File: config.mk
export PLATFORM = sky130hd
export DESIGN_NAME = dsj_exec
export DESIGN_NICKNAME = d
export VERILOG_FILES = /design/src/inc/dsj_pkg.sv /design/src/dsj_exec.sv /design/src/dsj_phase.sv
export SDC_FILE = /design/constraint.sdc
export NUM_CORES = 1
export LEC_CHECK = 0
export BUFFER_PORTS_ARGS = -buffer_cell sky130_fd_sc_hd__buf_2
export CORE_AREA = 4 4 102 104
export CTS_CLUSTER_SIZE = 8
export DETAILED_ROUTE_END_ITERATION = 8
export DIE_AREA = 0 0 106 108
export PLACE_DENSITY = 0.54
export SLEW_MARGIN = 5
export SYNTH_ARGS = -nofsm -noshare
export SYNTH_HDL_FRONTEND = slang
export SYNTH_SLANG_ARGS = --single-unit
export TNS_END_PERCENT = 100
File: constraint.sdc
create_clock -name clock -period 1.8 [get_ports clock]
set_input_delay 0.09 -clock clock [delete_from_list [all_inputs] [get_ports clock]]
set_output_delay 0.09 -clock clock [all_outputs]
set_load 0.005 [all_outputs]
File: src/inc/dsj_pkg.sv
// shared constants for the decrement, skip and jump execution block
package dsj_pkg;
  localparam int dsj_word_width = 14;
  localparam int dsj_pc_width = 13;
  localparam int dsj_faddr_width = 7;
  localparam logic [5:0] dsj_decrement_op = 6'h03;
  localparam logic [5:0] dsj_decrement_skip_zero_op = 6'h0b;
  localparam logic [2:0] dsj_jump_op = 3'h5;
  localparam int dsj_dest_bit = 7;
  localparam int dsj_latch_lo = 3;
  localparam int dsj_latch_hi = 4;
  localparam int dsj_imm_width = 11;
  localparam logic [10:0] dsj_imm_max = 11'h7ff;
  localparam logic [1:0] dsj_q_reset = 2'h0;
  localparam logic [7:0] dsj_acc_reset = 8'h00;
  localparam logic [12:0] dsj_pc_reset = 13'h0000;
  typedef enum logic [1:0] {dsj_q1, dsj_q2, dsj_q3, dsj_q4} dsj_phase_type;
endpackage

File: src/dsj_exec.sv
// execution of decrement, decrement-and-skip and jump instructions
`timescale 1ns/100ps
`default_nettype none
// Notes on behaviour
// RQ1 - decrement puts file minus one in acc, or back in file if dest is set.
// RQ2 - plain decrement sets zero on an 8-bit zero result, else clears it.
// RQ3 - decrement-and-skip takes one off the file and changes no flag.
// RQ4 - decrement-and-skip sends its result to acc or file by the dest bit.
// RQ5 - a zero skip result turns the next instruction into a no-op.
// RQ6 - a skip cycle decodes in Q1, reads in Q2, works in Q3, writes in Q4.
// RQ7 - a jump loads the 11-bit immediate into counter bits 10:0, no flag.
// RQ8 - a jump takes counter bits 12:11 from upper jump latch bits 4:3.
// RQ9 - a jump lasts two cycles and the second is a no-op that only steps the counter on by one.
// RQ10 - jump immediates span zero through 2047, the whole field.
module dsj_exec (
  // clocking
  input wire logic clock,
  input wire logic nrst,
  input wire logic enable,
  // instruction fetch
  input wire logic [dsj_pkg::dsj_word_width-1:0] instr,
  input wire logic [7:0] upper_jump_latch,
  output logic [dsj_pkg::dsj_pc_width-1:0] program_counter,
  // data register file
  output logic [dsj_pkg::dsj_faddr_width-1:0] file_addr,
  output logic file_read,
  input wire logic [7:0] file_rdata,
  output logic file_write,
  output logic [7:0] file_wdata,
  // core state
  output logic [7:0] accumulator,
  output logic zero_flag,
  output logic squash,
  output dsj_pkg::dsj_phase_type phase
);
  import dsj_pkg::*;

  // ==========================================================
  // phase and decode
  logic cycle_end;
  dsj_phase u_phase (
    .clock(clock),
    .nrst(nrst),
    .enable(enable),
    .phase(phase),
    .cycle_end(cycle_end)
  );

  logic is_dec, is_dsz, is_jmp, dest_file;
  logic [7:0] operand, result;
  logic [dsj_pc_width-1:0] next_pc;
  logic kill_next;

  assign is_dec = !squash && (instr[13:8] == dsj_decrement_op);
  assign is_dsz = !squash && (instr[13:8] == dsj_decrement_skip_zero_op);
  assign is_jmp = !squash && (instr[13:11] == dsj_jump_op);
  assign dest_file = instr[dsj_dest_bit];

  // ==========================================================
  // register access by quarter-phase
  always_ff @(posedge clock) begin
    if (!nrst) begin
      file_addr <= '0;
    end else if (enable && phase == dsj_q1) begin
      file_addr <= instr[dsj_faddr_width-1:0]; // RQ6
    end
  end

  assign file_read = enable && (phase == dsj_q2) && (is_dec || is_dsz); // RQ6

  always_ff @(posedge clock) begin
    if (!nrst) begin
      operand <= 8'h00;
    end else if (enable && phase == dsj_q2 && (is_dec || is_dsz)) begin
      operand <= file_rdata; // RQ6
    end
  end

  always_ff @(posedge clock) begin
    if (!nrst) begin
      result <= 8'h00;
    end else if (enable && phase == dsj_q3) begin
      result <= operand - 8'h01; // RQ1 RQ3 RQ6
    end
  end

  // ==========================================================
  // destination write in Q4
  assign file_write = enable && (phase == dsj_q4) && (is_dec || is_dsz)
    && dest_file; // RQ1 RQ4 RQ6
  assign file_wdata = result;

  always_ff @(posedge clock) begin
    if (!nrst) begin
      accumulator <= dsj_acc_reset;
    end else if (enable && phase == dsj_q4 && (is_dec || is_dsz)
        && !dest_file) begin
      accumulator <= result; // RQ1 RQ4
    end
  end

  // only plain decrement touches zero; skip form leaves it alone
  always_ff @(posedge clock) begin
    if (!nrst) begin
      zero_flag <= 1'b0;
    end else if (enable && phase == dsj_q4 && is_dec) begin // RQ3 RQ7
      zero_flag <= (result == 8'h00); // RQ2
    end
  end

  // ==========================================================
  // program counter and second-cycle no-op
  always_comb begin
    next_pc = program_counter + 13'h0001;
    if (is_jmp) begin
      next_pc = {upper_jump_latch[dsj_latch_hi:dsj_latch_lo],
        instr[dsj_imm_width-1:0]}; // RQ7 RQ8 RQ10
    end
  end

  // a jump or a zero skip result kills whatever was fetched behind it
  assign kill_next = is_jmp || (is_dsz && result == 8'h00); // RQ5 RQ9

  always_ff @(posedge clock) begin
    if (!nrst) begin
      program_counter <= dsj_pc_reset;
    end else if (cycle_end) begin
      program_counter <= next_pc; // RQ7
    end
  end

  always_ff @(posedge clock) begin
    if (!nrst) begin
      squash <= 1'b0;
    end else if (cycle_end) begin
      squash <= kill_next; // RQ5 RQ9
    end
  end

  // ==========================================================
  // checks
  property p_dec_zero;
    @(posedge clock) disable iff (!nrst)
      (enable && phase == dsj_q4 && is_dec)
      |=> zero_flag == (file_wdata == 8'h00);
  endproperty
  a_dec_zero: assert property (p_dec_zero) else $error("zero wrong"); // RQ2

  property p_dsz_keeps_zero;
    @(posedge clock) disable iff (!nrst)
      (enable && is_dsz) |=> $stable(zero_flag);
  endproperty
  a_dsz_keeps_zero: assert property (p_dsz_keeps_zero) // RQ3
    else $error("skip hit zero");

  property p_write_q4;
    @(posedge clock) disable iff (!nrst)
      file_write |-> phase == dsj_q4 && dest_file;
  endproperty
  a_write_q4: assert property (p_write_q4) // RQ6
    else $error("write outside Q4");

  property p_acc_dest;
    @(posedge clock) disable iff (!nrst)
      (enable && phase == dsj_q4 && (is_dec || is_dsz) && !dest_file)
      |=> accumulator == $past(result);
  endproperty
  a_acc_dest: assert property (p_acc_dest) // RQ4
    else $error("acc not loaded");

  property p_dec_value;
    @(posedge clock) disable iff (!nrst)
      (enable && phase == dsj_q2 && (is_dec || is_dsz)) ##1 enable [*1]
      |=> result == $past(operand) - 8'h01;
  endproperty
  a_dec_value: assert property (p_dec_value) // RQ1
    else $error("bad decrement");

  property p_jump_target;
    @(posedge clock) disable iff (!nrst)
      (cycle_end && is_jmp) |=>
      program_counter == {$past(upper_jump_latch[4:3]), $past(instr[10:0])};
  endproperty
  a_jump_target: assert property (p_jump_target) // RQ8
    else $error("bad jump pc");

  property p_jump_nop;
    @(posedge clock) disable iff (!nrst)
      (cycle_end && is_jmp) |=> squash ##0 !file_read [*1];
  endproperty
  a_jump_nop: assert property (p_jump_nop) // RQ9
    else $error("jump no-op missing");

  property p_skip_zero;
    @(posedge clock) disable iff (!nrst)
      (cycle_end && is_dsz) |=> squash == ($past(result) == 8'h00);
  endproperty
  a_skip_zero: assert property (p_skip_zero) else $error("skip wrong"); // RQ5

  property p_squash_quiet;
    @(posedge clock) disable iff (!nrst)
      squash |-> !file_write && !file_read;
  endproperty
  a_squash_quiet: assert property (p_squash_quiet) // RQ9
    else $error("no-op acted");

  // the squashed slot still moves the counter on by one
  property p_pc_step;
    @(posedge clock) disable iff (!nrst)
      (cycle_end && !is_jmp)
      |=> program_counter == $past(program_counter) + 13'h0001;
  endproperty
  a_pc_step: assert property (p_pc_step) // RQ9
    else $error("counter not stepped");

  property p_jump_keeps_zero;
    @(posedge clock) disable iff (!nrst)
      (enable && is_jmp) |=> $stable(zero_flag);
  endproperty
  a_jump_keeps_zero: assert property (p_jump_keeps_zero) // RQ7
    else $error("jump hit zero");

  property p_nop_keeps_acc;
    @(posedge clock) disable iff (!nrst)
      (cycle_end && squash) |=> $stable(accumulator) && $stable(zero_flag);
  endproperty
  a_nop_keeps_acc: assert property (p_nop_keeps_acc) // RQ5
    else $error("no-op changed state");

  property p_read_q2;
    @(posedge clock) disable iff (!nrst)
      file_read |-> phase == dsj_q2 && (is_dec || is_dsz);
  endproperty
  a_read_q2: assert property (p_read_q2) // RQ6
    else $error("read outside Q2");
endmodule // dsj_exec
`default_nettype wire

File: src/dsj_phase.sv
// quarter-phase sequencer for one instruction cycle
`timescale 1ns/100ps
`default_nettype none
module dsj_phase (
  // clocking
  input wire logic clock,
  input wire logic nrst,
  input wire logic enable,
  // phase
  output dsj_pkg::dsj_phase_type phase,
  output logic cycle_end
);
  import dsj_pkg::*;
  always_ff @(posedge clock) begin
    if (!nrst) begin
      phase <= dsj_q1;
    end else if (enable) begin
      case (phase)
        dsj_q1: phase <= dsj_q2;
        dsj_q2: phase <= dsj_q3;
        dsj_q3: phase <= dsj_q4;
        dsj_q4: phase <= dsj_q1;
        default: phase <= dsj_q1;
      endcase
    end
  end
  assign cycle_end = enable && (phase == dsj_q4);
endmodule // dsj_phase
`default_nettype wire

* After elaboration in Yosys (flattened, before gate mapping)
Cells that the tools add are included.
** Storage, ports and cells
- Bits in registers :: 48
- Input port bits :: 33
- Output and inout bits :: 42
** Cells by class
- Add/subtract/negate cells :: 2
- Equal/unequal tests :: 6
- Muxes and demuxes :: 2
- Reduce and logical (&&, ||, !) cells :: 19
** Operator list (number)
- $add 13x1->13 const B :: 1
- $logic_and 1x1->1 :: 13
- $mux 13 :: 1
- $logic_not 8->1 :: 1
- $pmux 2 s4 :: 1
- $sub 8x1->8 const B :: 1
- $eq 6x2->1 const B :: 1
- $eq 6x4->1 const B :: 1
- $eq 2x2->1 const B :: 2
- $eq 3x3->1 const B :: 1
- $eq 2x1->1 const B :: 1
- $logic_not 1->1 :: 2
- $logic_not 2->1 :: 1
- $logic_or 1x1->1 :: 2

* Logic depth before layout (Yosys ltp)
Gate-level depths: netlist of the first run.
- Word-level depth :: 5
- Depth in mapped cells :: 7

* Modules after synthesis
From an unflattened synthesis of the first run, not the netlist that was laid out.
** Second synthesis, totals
- Cells, all modules :: 286
- Area total of the unflattened synthesis :: 2439.8 µm²
** By module, submodules not included
- dsj_exec :: instances 1, cells an instance 273, area each 2317.2 µm²
- dsj_phase :: instances 1, cells an instance 13, area each 122.6 µm²

* Worst setup path after synthesis of the first run
OpenSTA, ideal clock, no wires.
- Path type :: reg-to-reg
- Start :: reg program_counter[0] in the netlist's numbering
- End :: reg program_counter[10] in the netlist's numbering
- Setup time :: 0.134 ns
- Arrival time :: 1.341 ns
- Setup slack :: 0.325 ns
- Stages on the path, launching flop included :: 6
- Period minus slack after synthesis :: 1.475 ns
- Cell sequence :: dfxtp_1 > ha_1 > nand3_1 > or4_1 > o21ai_0 > a211oi_1
** On the way
- Cells in the longest elaborated chain, start to end :: 2
** RTL lines
- from (decl) :: RTL line dsj_exec.sv:23 : output logic [dsj_pkg::dsj_pc_width-1:0] program_counter,
- from (signal assigned) :: RTL line dsj_exec.sv:126 : program_counter <= dsj_pc_reset;
- from (signal assigned) :: RTL line dsj_exec.sv:128 : program_counter <= next_pc;
- $add 13x1->13 :: RTL line dsj_exec.sv:114 : next_pc = program_counter + 13'h0001;
- $mux 13 :: RTL line dsj_exec.sv:115 : if (is_jmp) begin
No other way between the ends.
A chain may end at the register's enable or synchronous reset.

* Worst setup path in the final report of the first run
- Start :: reg u_phase.phase[0]
- End :: reg program_counter[6] in the netlist's numbering
** On the way
- Cells in the longest elaborated chain, start to end :: 2
** RTL lines
- from (decl) :: RTL line dsj_phase.sv:10 : output dsj_pkg::dsj_phase_type phase,
- from (signal assigned) :: RTL line dsj_phase.sv:16 : phase <= dsj_q1;
- from (signal assigned) :: RTL line dsj_phase.sv:19 : dsj_q1: phase <= dsj_q2;
- from (signal assigned) :: RTL line dsj_phase.sv:20 : dsj_q2: phase <= dsj_q3;
- $eq 2x2->1 :: RTL line dsj_phase.sv:27 : assign cycle_end = enable && (phase == dsj_q4);
- $logic_and 1x1->1 :: RTL line dsj_phase.sv:27
No other way between the ends.

==> reports/results.ini, run 1 <==
[run_status]
status=finished, final reports clean

[synth]
syn_area_um2=2320
ys_async_sr_fraction_pct=0
yosys.cell_types.count=40
ys_seq_area_share_pct=41.4
synth_cells=276
syn_nets=316
yosysWarnings=0
syn_avg_cell_area_um2=8.42
ys_ff_latch=48
synth_edf_count=0
ys.flop_type=dfxtp_1

[detailed_routing]
routed_via_density=4.52
ant_nets=0
first_pass_iters=5
wirelength_um=6510
routedWlPerCell_um=13.3
drc_errors=0
first_iter_violations=71
num_vias=2206

[place]
placed_area_um2=2850
portBuffers=68
place_worst_setup_slack_ps=162
dp_hpwl_um=5020
gp_congestion=0.752

[worst_setup_path]
worstPathRequired_ps=1980
crit_buf_inv=1
path_max_fanout=9
max_stage_delay_ps=410
worstPathArrival_ps=1820
cp.depth=5
reg2reg_depth=5
critPathSlowestCell=dfxtp_1
setup.worst_path.start_class=flip-flop
path_cells=ha_1 -> nand2_1 -> buf_4 -> nor4_1 -> nor4_1
critical_path_class=flip-flop to flip-flop
worst_path_most_repeated_cell=nor4_1
crit_path_end_kind=flip-flop
cpLargestDelayFamily=simple AND/OR/NAND/NOR gates

[global_routing]
grt_pass1_wl_um=10700
overflow=0
grt_max_degree=19
first_global_vias=2166
antenna_found_initial=0
track_usage_pct=11.3

[floorplan]
die_area_um2=11400
row_count=36
start_util_pct=24.3
die_w_um=106
num_io_pins=75
coreArea_um2=9550
die-height_um=108

[power]
p_leak_nw=1.24
power_density_nw_per_um2=668
irDropWorstVdd_mv=0.256

[sta]
period_share_pct=91.3
slew_violations=0
tightest_slew_ps=492
holdWs_ps=13.7
hold_viol=0
fin_crit_ps=1640
relSlewSlack_pct=67.2
setup_violations=0
setup_slack_ps=157
fin_tns_setup_ps=0
fmaxAchievable_mhz=609
fin_worst_skew_ps=10.3
rsz0062_at_grt=no

[cells_and_area]
antennaDiodeCount=0
fin_nets=394
utilization_pct=31.2
final_common_cell=buf_2
postLayoutCellArea_um2=2980
area_delta_synth_final_pct=28.3
fill_cells=1079
drive_gt1_share_pct=28.7
layout_common_cells=68 x buf_2, 48 x dfxtp_1, 29 x nand2_1, 25 x a21oi_1, 23 x nor2_1

[clock_network]
htree_levels=2
cts.sinks=48
ctsRootBufferMaster=clkbuf_8
hold_buffers=0
cts_buffer_depth=2
numCtsBuffers=5
clk_latency_ps=300
clk_pin_slew_ps=100
cts_tree=yes
cts_resized=0

[min_path]
holdCritPathClass=input pin to flip-flop
whs_path_depth=3

[flow_run]
drv_cap=0

[cell type report]
class                      instances  area (µm²)  share of cell area (%)
clock buffer                       5        68.8                    2.31
clock inverter                     3        21.3                   0.713
inverter                           8        30.0                    1.01
multi-input combinational        202        1240                    41.5
sequential                        48         961                    32.2
tap                              133         166                    5.58
timing repair buffer              89         498                    16.7
[cell usage after synthesis, drive strengths merged, types with 2 or more instances]
master,n,share of area (%)
o21ai,20,4.3
mux2i,12,5.2
o32ai,2,0.75
nor3,12,2.8
xnor2,3,1.1
nor2,23,3.7
nor3b,2,0.65
nand4bb,2,1.7
ha,7,3.8
a211oi,5,1.6
and2,3,0.81
nand4,3,0.81
nand3,21,4.7
buf,8,2.4
a31oi,2,0.54
o22ai,4,1.1
xor2,3,1.1
inv,8,1.3
dfxtp,48,41
nand2,29,4.7
clkbuf,10,1.8
nor4,7,2.5
o31ai,2,0.65
nand3b,2,0.65
and3,4,1.1
a21oi,25,5.4
or4,3,0.97
[per-stage QoR]
step	power, mW	std cells
2_1_floorplan	1.25	276
4_1_cts	2.03	482
5_1_grt	2.09	488
6_report	1.99	488
3_3_place_gp	1.36	474
3_5_place_dp	1.36	474
[sequential cells by signal, summed over array words and instances (netlist names)]
| name | cells |
|---|---|
| program_counter | 13 |
| file_wdata | 8 |
| zero_flag | 1 |
| accumulator | 8 |
| operand | 8 |
| u_phase.phase | 2 |
| squash | 1 |
| file_addr | 7 |
[cells by family after synthesis]
group,share of synthesized area [%]
DFF,41.4
and+or+nand+nor,25.9
xor gates and xnor gates,2.26
AOI/OAI and AO/OA,16.1
buffers and inverters,5.44
muxes,5.17
adders and majority gates,3.77
[worst paths after layout]
path,startpoint,slack (ps),end
worst max register to register,u_phase.phase[0],160,program_counter[6]
worst min register to register,accumulator[1],460,accumulator[1]
worst max-delay path,u_phase.phase[0],160,program_counter[6]
worst min-delay path,file_rdata[6],10,operand[6]
[timing repair]
action / 4_1_cts / 5_1_grt
endpoints found under the setup margin: 0 / 1
setup buffers: 0 / 6
endpoints found under the hold margin: 0 / 0
[layer usage]
metal	part of all wire [%]	global-route usage (%)	routed length [µm]
met2	47	18.1	3050
met5	0	0	0
met4	1.6	3.79	101
met1	46	14.7	2990
met3	5.6	3.10	365
[worst min-delay path, cell delays in order]
cell     delay (ps)
buf_2            80
mux2i_1          50
nor2_1           70
[power breakdown]
part / internal [mW] / switching [mW] / total (mW)
sequential: 1.09 / 0.0231 / 1.11
combinational: 0.0940 / 0.126 / 0.220
clock: 0.276 / 0.385 / 0.662
total: 1.46 / 0.535 / 1.99
Note: power is estimated with default switching activity, not from simulation.
==> run 2, diff against run 1 <==
--- a/config.mk
+++ b/config.mk
@@ -11,6 +11,7 @@
 export DETAILED_ROUTE_END_ITERATION = 8
 export DIE_AREA = 0 0 106 108
 export PLACE_DENSITY = 0.54
+export SKIP_CTS_REPAIR_TIMING = 1
 export SLEW_MARGIN = 5
 export SYNTH_ARGS = -nofsm -noshare
 export SYNTH_HDL_FRONTEND = slang
==> constraint.sdc (replaced) <==
create_clock -name clock -period 1.8 [get_ports clock]
set_input_delay 0 -clock clock [delete_from_list [all_inputs] [get_ports clock]]
set_output_delay 0 -clock clock [all_outputs]
set_load 0.005 [all_outputs]
==> reports/results.ini, run 2 (same netlist as run 1, synthesis figures left out) <==
[run_status]
status=finished, final reports clean

[worst_setup_path]
crit_path_end_kind=flip-flop
crit_buf_inv=1
setup.worst_path.start_class=flip-flop
worstPathArrival_ps=1810
critPathSlowestCell=dfxtp_1
worstPathRequired_ps=1990
path_cells=ha_1 -> nand2_1 -> buf_4 -> nor4_1 -> nor3_1
path_max_fanout=10
max_stage_delay_ps=420
rrSetupSlack_ps=180
cpLargestDelayFamily=simple AND/OR/NAND/NOR gates
critical_path_class=flip-flop to flip-flop

[flow_run]
drv_cap=0

[floorplan]
die_w_um=106
coreArea_um2=9550
num_io_pins=75
die_area_um2=11400
row_count=36
start_util_pct=24.3
die-height_um=108

[sta]
period_share_pct=90.1
fin_tns_setup_ps=0
slew_violations=0
relSlewSlack_pct=67.6
setup_violations=0
fin_worst_skew_ps=5.89
fin_crit_ps=1620
tightest_slew_ps=486
rsz0062_at_grt=no
fmaxAchievable_mhz=616
hold_viol=0

[clock_network]
numCtsBuffers=5
clk_latency_ps=300
ctsRootBufferMaster=clkbuf_8
clk_pin_slew_ps=90
cts_buffer_depth=2
htree_levels=2
cts_tree=yes
cts.sinks=48

[place]
portBuffers=68
gp_congestion=0.762
dp_hpwl_um=4920

[cells_and_area]
largest_register_ffs=13
regMostFlops=program_counter
antennaDiodeCount=0
fill_cells=1072
utilization_pct=32.2
layout_common_cells=68 x buf_2, 48 x dfxtp_1, 29 x nand2_1, 25 x a21oi_1, 23 x nor2_1
area_delta_synth_final_pct=32.3
drive_gt1_share_pct=26.0
fin_nets=401
final_common_cell=buf_2

[global_routing]
grtUsageMet3_pct=3.40
use_met1_pct=14.5
track_usage_pct=11.1
grtUsageMet2_pct=17.6
grt_pass1_wl_um=10400
first_global_vias=2078
top_usage_layer=met2
antenna_found_initial=0
overflow=0
grt_max_degree=21

[power]
power_density_nw_per_um2=658
p_leak_nw=1.26
irDropWorstVdd_mv=0.239

[detailed_routing]
num_vias=2237
wirelength_um=6470
routed_via_density=4.52
first_pass_iters=4
first_iter_violations=120
routedWlPerCell_um=13.1
ant_nets=0
drc_errors=0

[min_path]
holdCritPathClass=input pin to flip-flop

==> run 2: cell types whose count changed in the layout (fill, tap and decap cells not counted) <==
cell           before  now
clkbuf_8            5    6
clkbuf_1            0    1
dlygate4sd3_1       0   14
clkinv_2            1    0
buf_4              21   14
inv_6               1    0
==> run 2: layout make-up <==
class	count	area, µm²	area share, %
clock buffer	7	86.3	2.81
clock inverter	1	7.51	0.244
inverter	8	30.0	0.977
multi-input combinational	202	1240	40.2
sequential	48	961	31.3
tap	133	166	5.42
timing repair buffer	96	586	19.1
==> run 2: worst min-delay path: cells and delay by family <==
| kind | cells | cell delay [ps] |
|---|---|---|
| buffers and inverters | 1 | 120 |
| and+or+nand+nor | 1 | 70 |
| AOI/OAI and AO/OA | 1 | 80 |
==> run 2: path summary, 6_finish.rpt <==
path	startpoint	endpoint	cells past startpoint
setup / recovery	u_phase.phase[1]	program_counter[5]	5
hold / removal	instr[11]	squash	3
setup reg to reg	u_phase.phase[1]	program_counter[5]	5
hold reg to reg	file_addr[2]	file_addr[2]	2
==> run 2: layer usage <==
layer / up-vias / share of wire [%]
li1: 1165 / -
met1: 1023 / 47
met2: 43 / 46
met3: 6 / 5.3
met4: 0 / 1.4
met5: - / 0
==> run 2: through the flow <==
stage | cell area, µm² | std cells | worst slack (ps) | total power [mW] | hold slack, ps
global placement | 2840 | 473 | 221 | 1.35 | 234
CTS | 2930 | 481 | 162 | 2.04 | -79.3
finish | 3070 | 495 | 177 | 2.02 | 5.95
global route | 3070 | 495 | 21.9 | 2.14 | 10.3
floorplan | 2320 | 276 | 325 | 1.25 | 132
detailed placement | 2840 | 473 | 178 | 1.36 | 244
==> run 2: where the power goes <==
group	total (mW)	internal, mW	switching (mW)	leakage [nW]
registers	1.11	1.09	0.0229	0.388
clock network	0.672	0.313	0.360	0.0445
logic	0.240	0.110	0.130	0.831
==> run 3, diff against run 2 <==
--- a/config.mk
+++ b/config.mk
@@ -5,12 +5,12 @@
 export SDC_FILE = /design/constraint.sdc
 export NUM_CORES = 1
 export LEC_CHECK = 0
-export BUFFER_PORTS_ARGS = -buffer_cell sky130_fd_sc_hd__buf_2
-export CORE_AREA = 4 4 102 104
+export CORE_AREA = 4 4 70 72
 export CTS_CLUSTER_SIZE = 8
 export DETAILED_ROUTE_END_ITERATION = 8
-export DIE_AREA = 0 0 106 108
-export PLACE_DENSITY = 0.54
+export DIE_AREA = 0 0 74 76
+export DONT_BUFFER_PORTS = 1
+export PLACE_DENSITY = 0.79
 export SKIP_CTS_REPAIR_TIMING = 1
 export SLEW_MARGIN = 5
 export SYNTH_ARGS = -nofsm -noshare
==> reports/results.ini, run 3 (same netlist as run 1, synthesis figures left out) <==
[worst_setup_path]
worstPathArrival_ps=1760
critical_path_class=flip-flop to flip-flop
path_max_fanout=8
crit_path_end_kind=flip-flop
worstPathRequired_ps=1950
setup.worst_path.start_class=flip-flop

[cells_and_area]
largest_register_ffs=13
utilization_pct=63.8
fin_nets=340
multi_input_area_um2=1240
layout_common_cells=48 x dfxtp_1, 28 x nand2_1, 25 x a21oi_1, 23 x nor2_1, 21 x dlygate4sd3_1
ff_latch_area_um2=961
area_delta_synth_final_pct=18.0
final_common_cell=dfxtp_1
postLayoutCellArea_um2=2740
fill_cells=351
antennaDiodeCount=0
regMostFlops=program_counter
drive_gt1_share_pct=9.63

[power]
power_mw=2.14
irDropWorstVdd_mv=0.350
power_density_nw_per_um2=782
p_leak_nw=0.985

[floorplan]
die-height_um=76
die_w_um=74
coreArea_um2=4290
num_io_pins=75
die_area_um2=5620
row_count=24
start_util_pct=54.1

[sta]
relSlewSlack_pct=38.9
fin_worst_skew_ps=3.36
holdWs_ps=-14.6
fmaxAchievable_mhz=623
fin_crit_ps=1600
setup_violations=0
period_share_pct=89.1
hold_viol=1
fin_tns_setup_ps=0
slew_violations=0
rsz0062_at_grt=no
tightest_slew_ps=913

[place]
placed_area_um2=2400
gp_congestion=0.807
portBuffers=0
dp_hpwl_um=3830

[detailed_routing]
routed_via_density=5.78
wl_met2_um=2490
wirelength_um=5590
dr_wl_met3_um=490
num_vias=2041
ant_nets=0
drc_errors=0
first_iter_violations=125
routedWlPerCell_um=15.8
wl_met1_um=2500
first_pass_iters=4
top_layer_used=met4

[global_routing]
grt_pass1_wl_um=9000
grt_max_degree=30
first_global_vias=1914
antenna_found_initial=0
overflow=0
track_usage_pct=19.6

[clock_network]
numCtsBuffers=5
clk_latency_ps=290
cts_buffer_depth=2
cts.sinks=48
cts_tree=yes
ctsRootBufferMaster=clkbuf_8
htree_levels=2
clk_pin_slew_ps=80

[run_status]
violations=hold timing
status=finished, violations left

[flow_run]
drv_cap=0

[min_path]
holdCritPathClass=input pin to flip-flop

==> run 3: cell count changes in the layout (fill, tap and decap cells not counted), sizes merged <==
cell         change
dlygate4sd3      +7
buf             -68
clkinvlp         -1
bufinv           +1
==> run 3: routing by layer <==
layer / vias up / global-route usage [%]
li1: 1035 / -
met1: 920 / 26.8
met2: 75 / 27.8
met3: 11 / 6.99
met4: 0 / 7.97
met5: - / 0
==> run 3: where the power goes <==
part	internal [mW]	switching, mW	total, mW	leakage, nW
clock network	0.490	0.345	0.835	0.0645
logic	0.0894	0.105	0.194	0.532
registers	1.09	0.0274	1.11	0.388
==> run 3: worst max-delay path, cell delays in order (launching register included) <==
cell and delay (ps):
dfxtp_1 340, ha_1 180, nand3_1 280, or4_1 480, o21ai_0 80, a211oi_1 90
==> run 3: final timing paths <==
kind | start | end | slack, ps | cells after the start
worst max-delay path | program_counter[0] | program_counter[10] | 200 | 5
worst min-delay path | instr[6] | program_counter[6] | -10 | 2
worst max register to register | program_counter[0] | program_counter[10] | 200 | 5
worst min register to register | file_addr[2] | file_addr[2] | 480 | 2
==> run 3: stage by stage <==
stage / cells / setup WS, ps
4_1_cts: 332 / 149
6_report: 353 / 196
3_3_place_gp: 324 / 189
5_1_grt: 353 / 42.9
2_1_floorplan: 276 / 325
3_5_place_dp: 324 / 154
==> run 3: final cells by class <==
cell class	count	area share, %
well taps	52	2.37
repair buffers	35	11.5
clock buffers	7	3.51
multi-input cells	202	45.4
clock inverters	1	1.10
inverters	8	1.10
flip-flops and latches	48	35.1
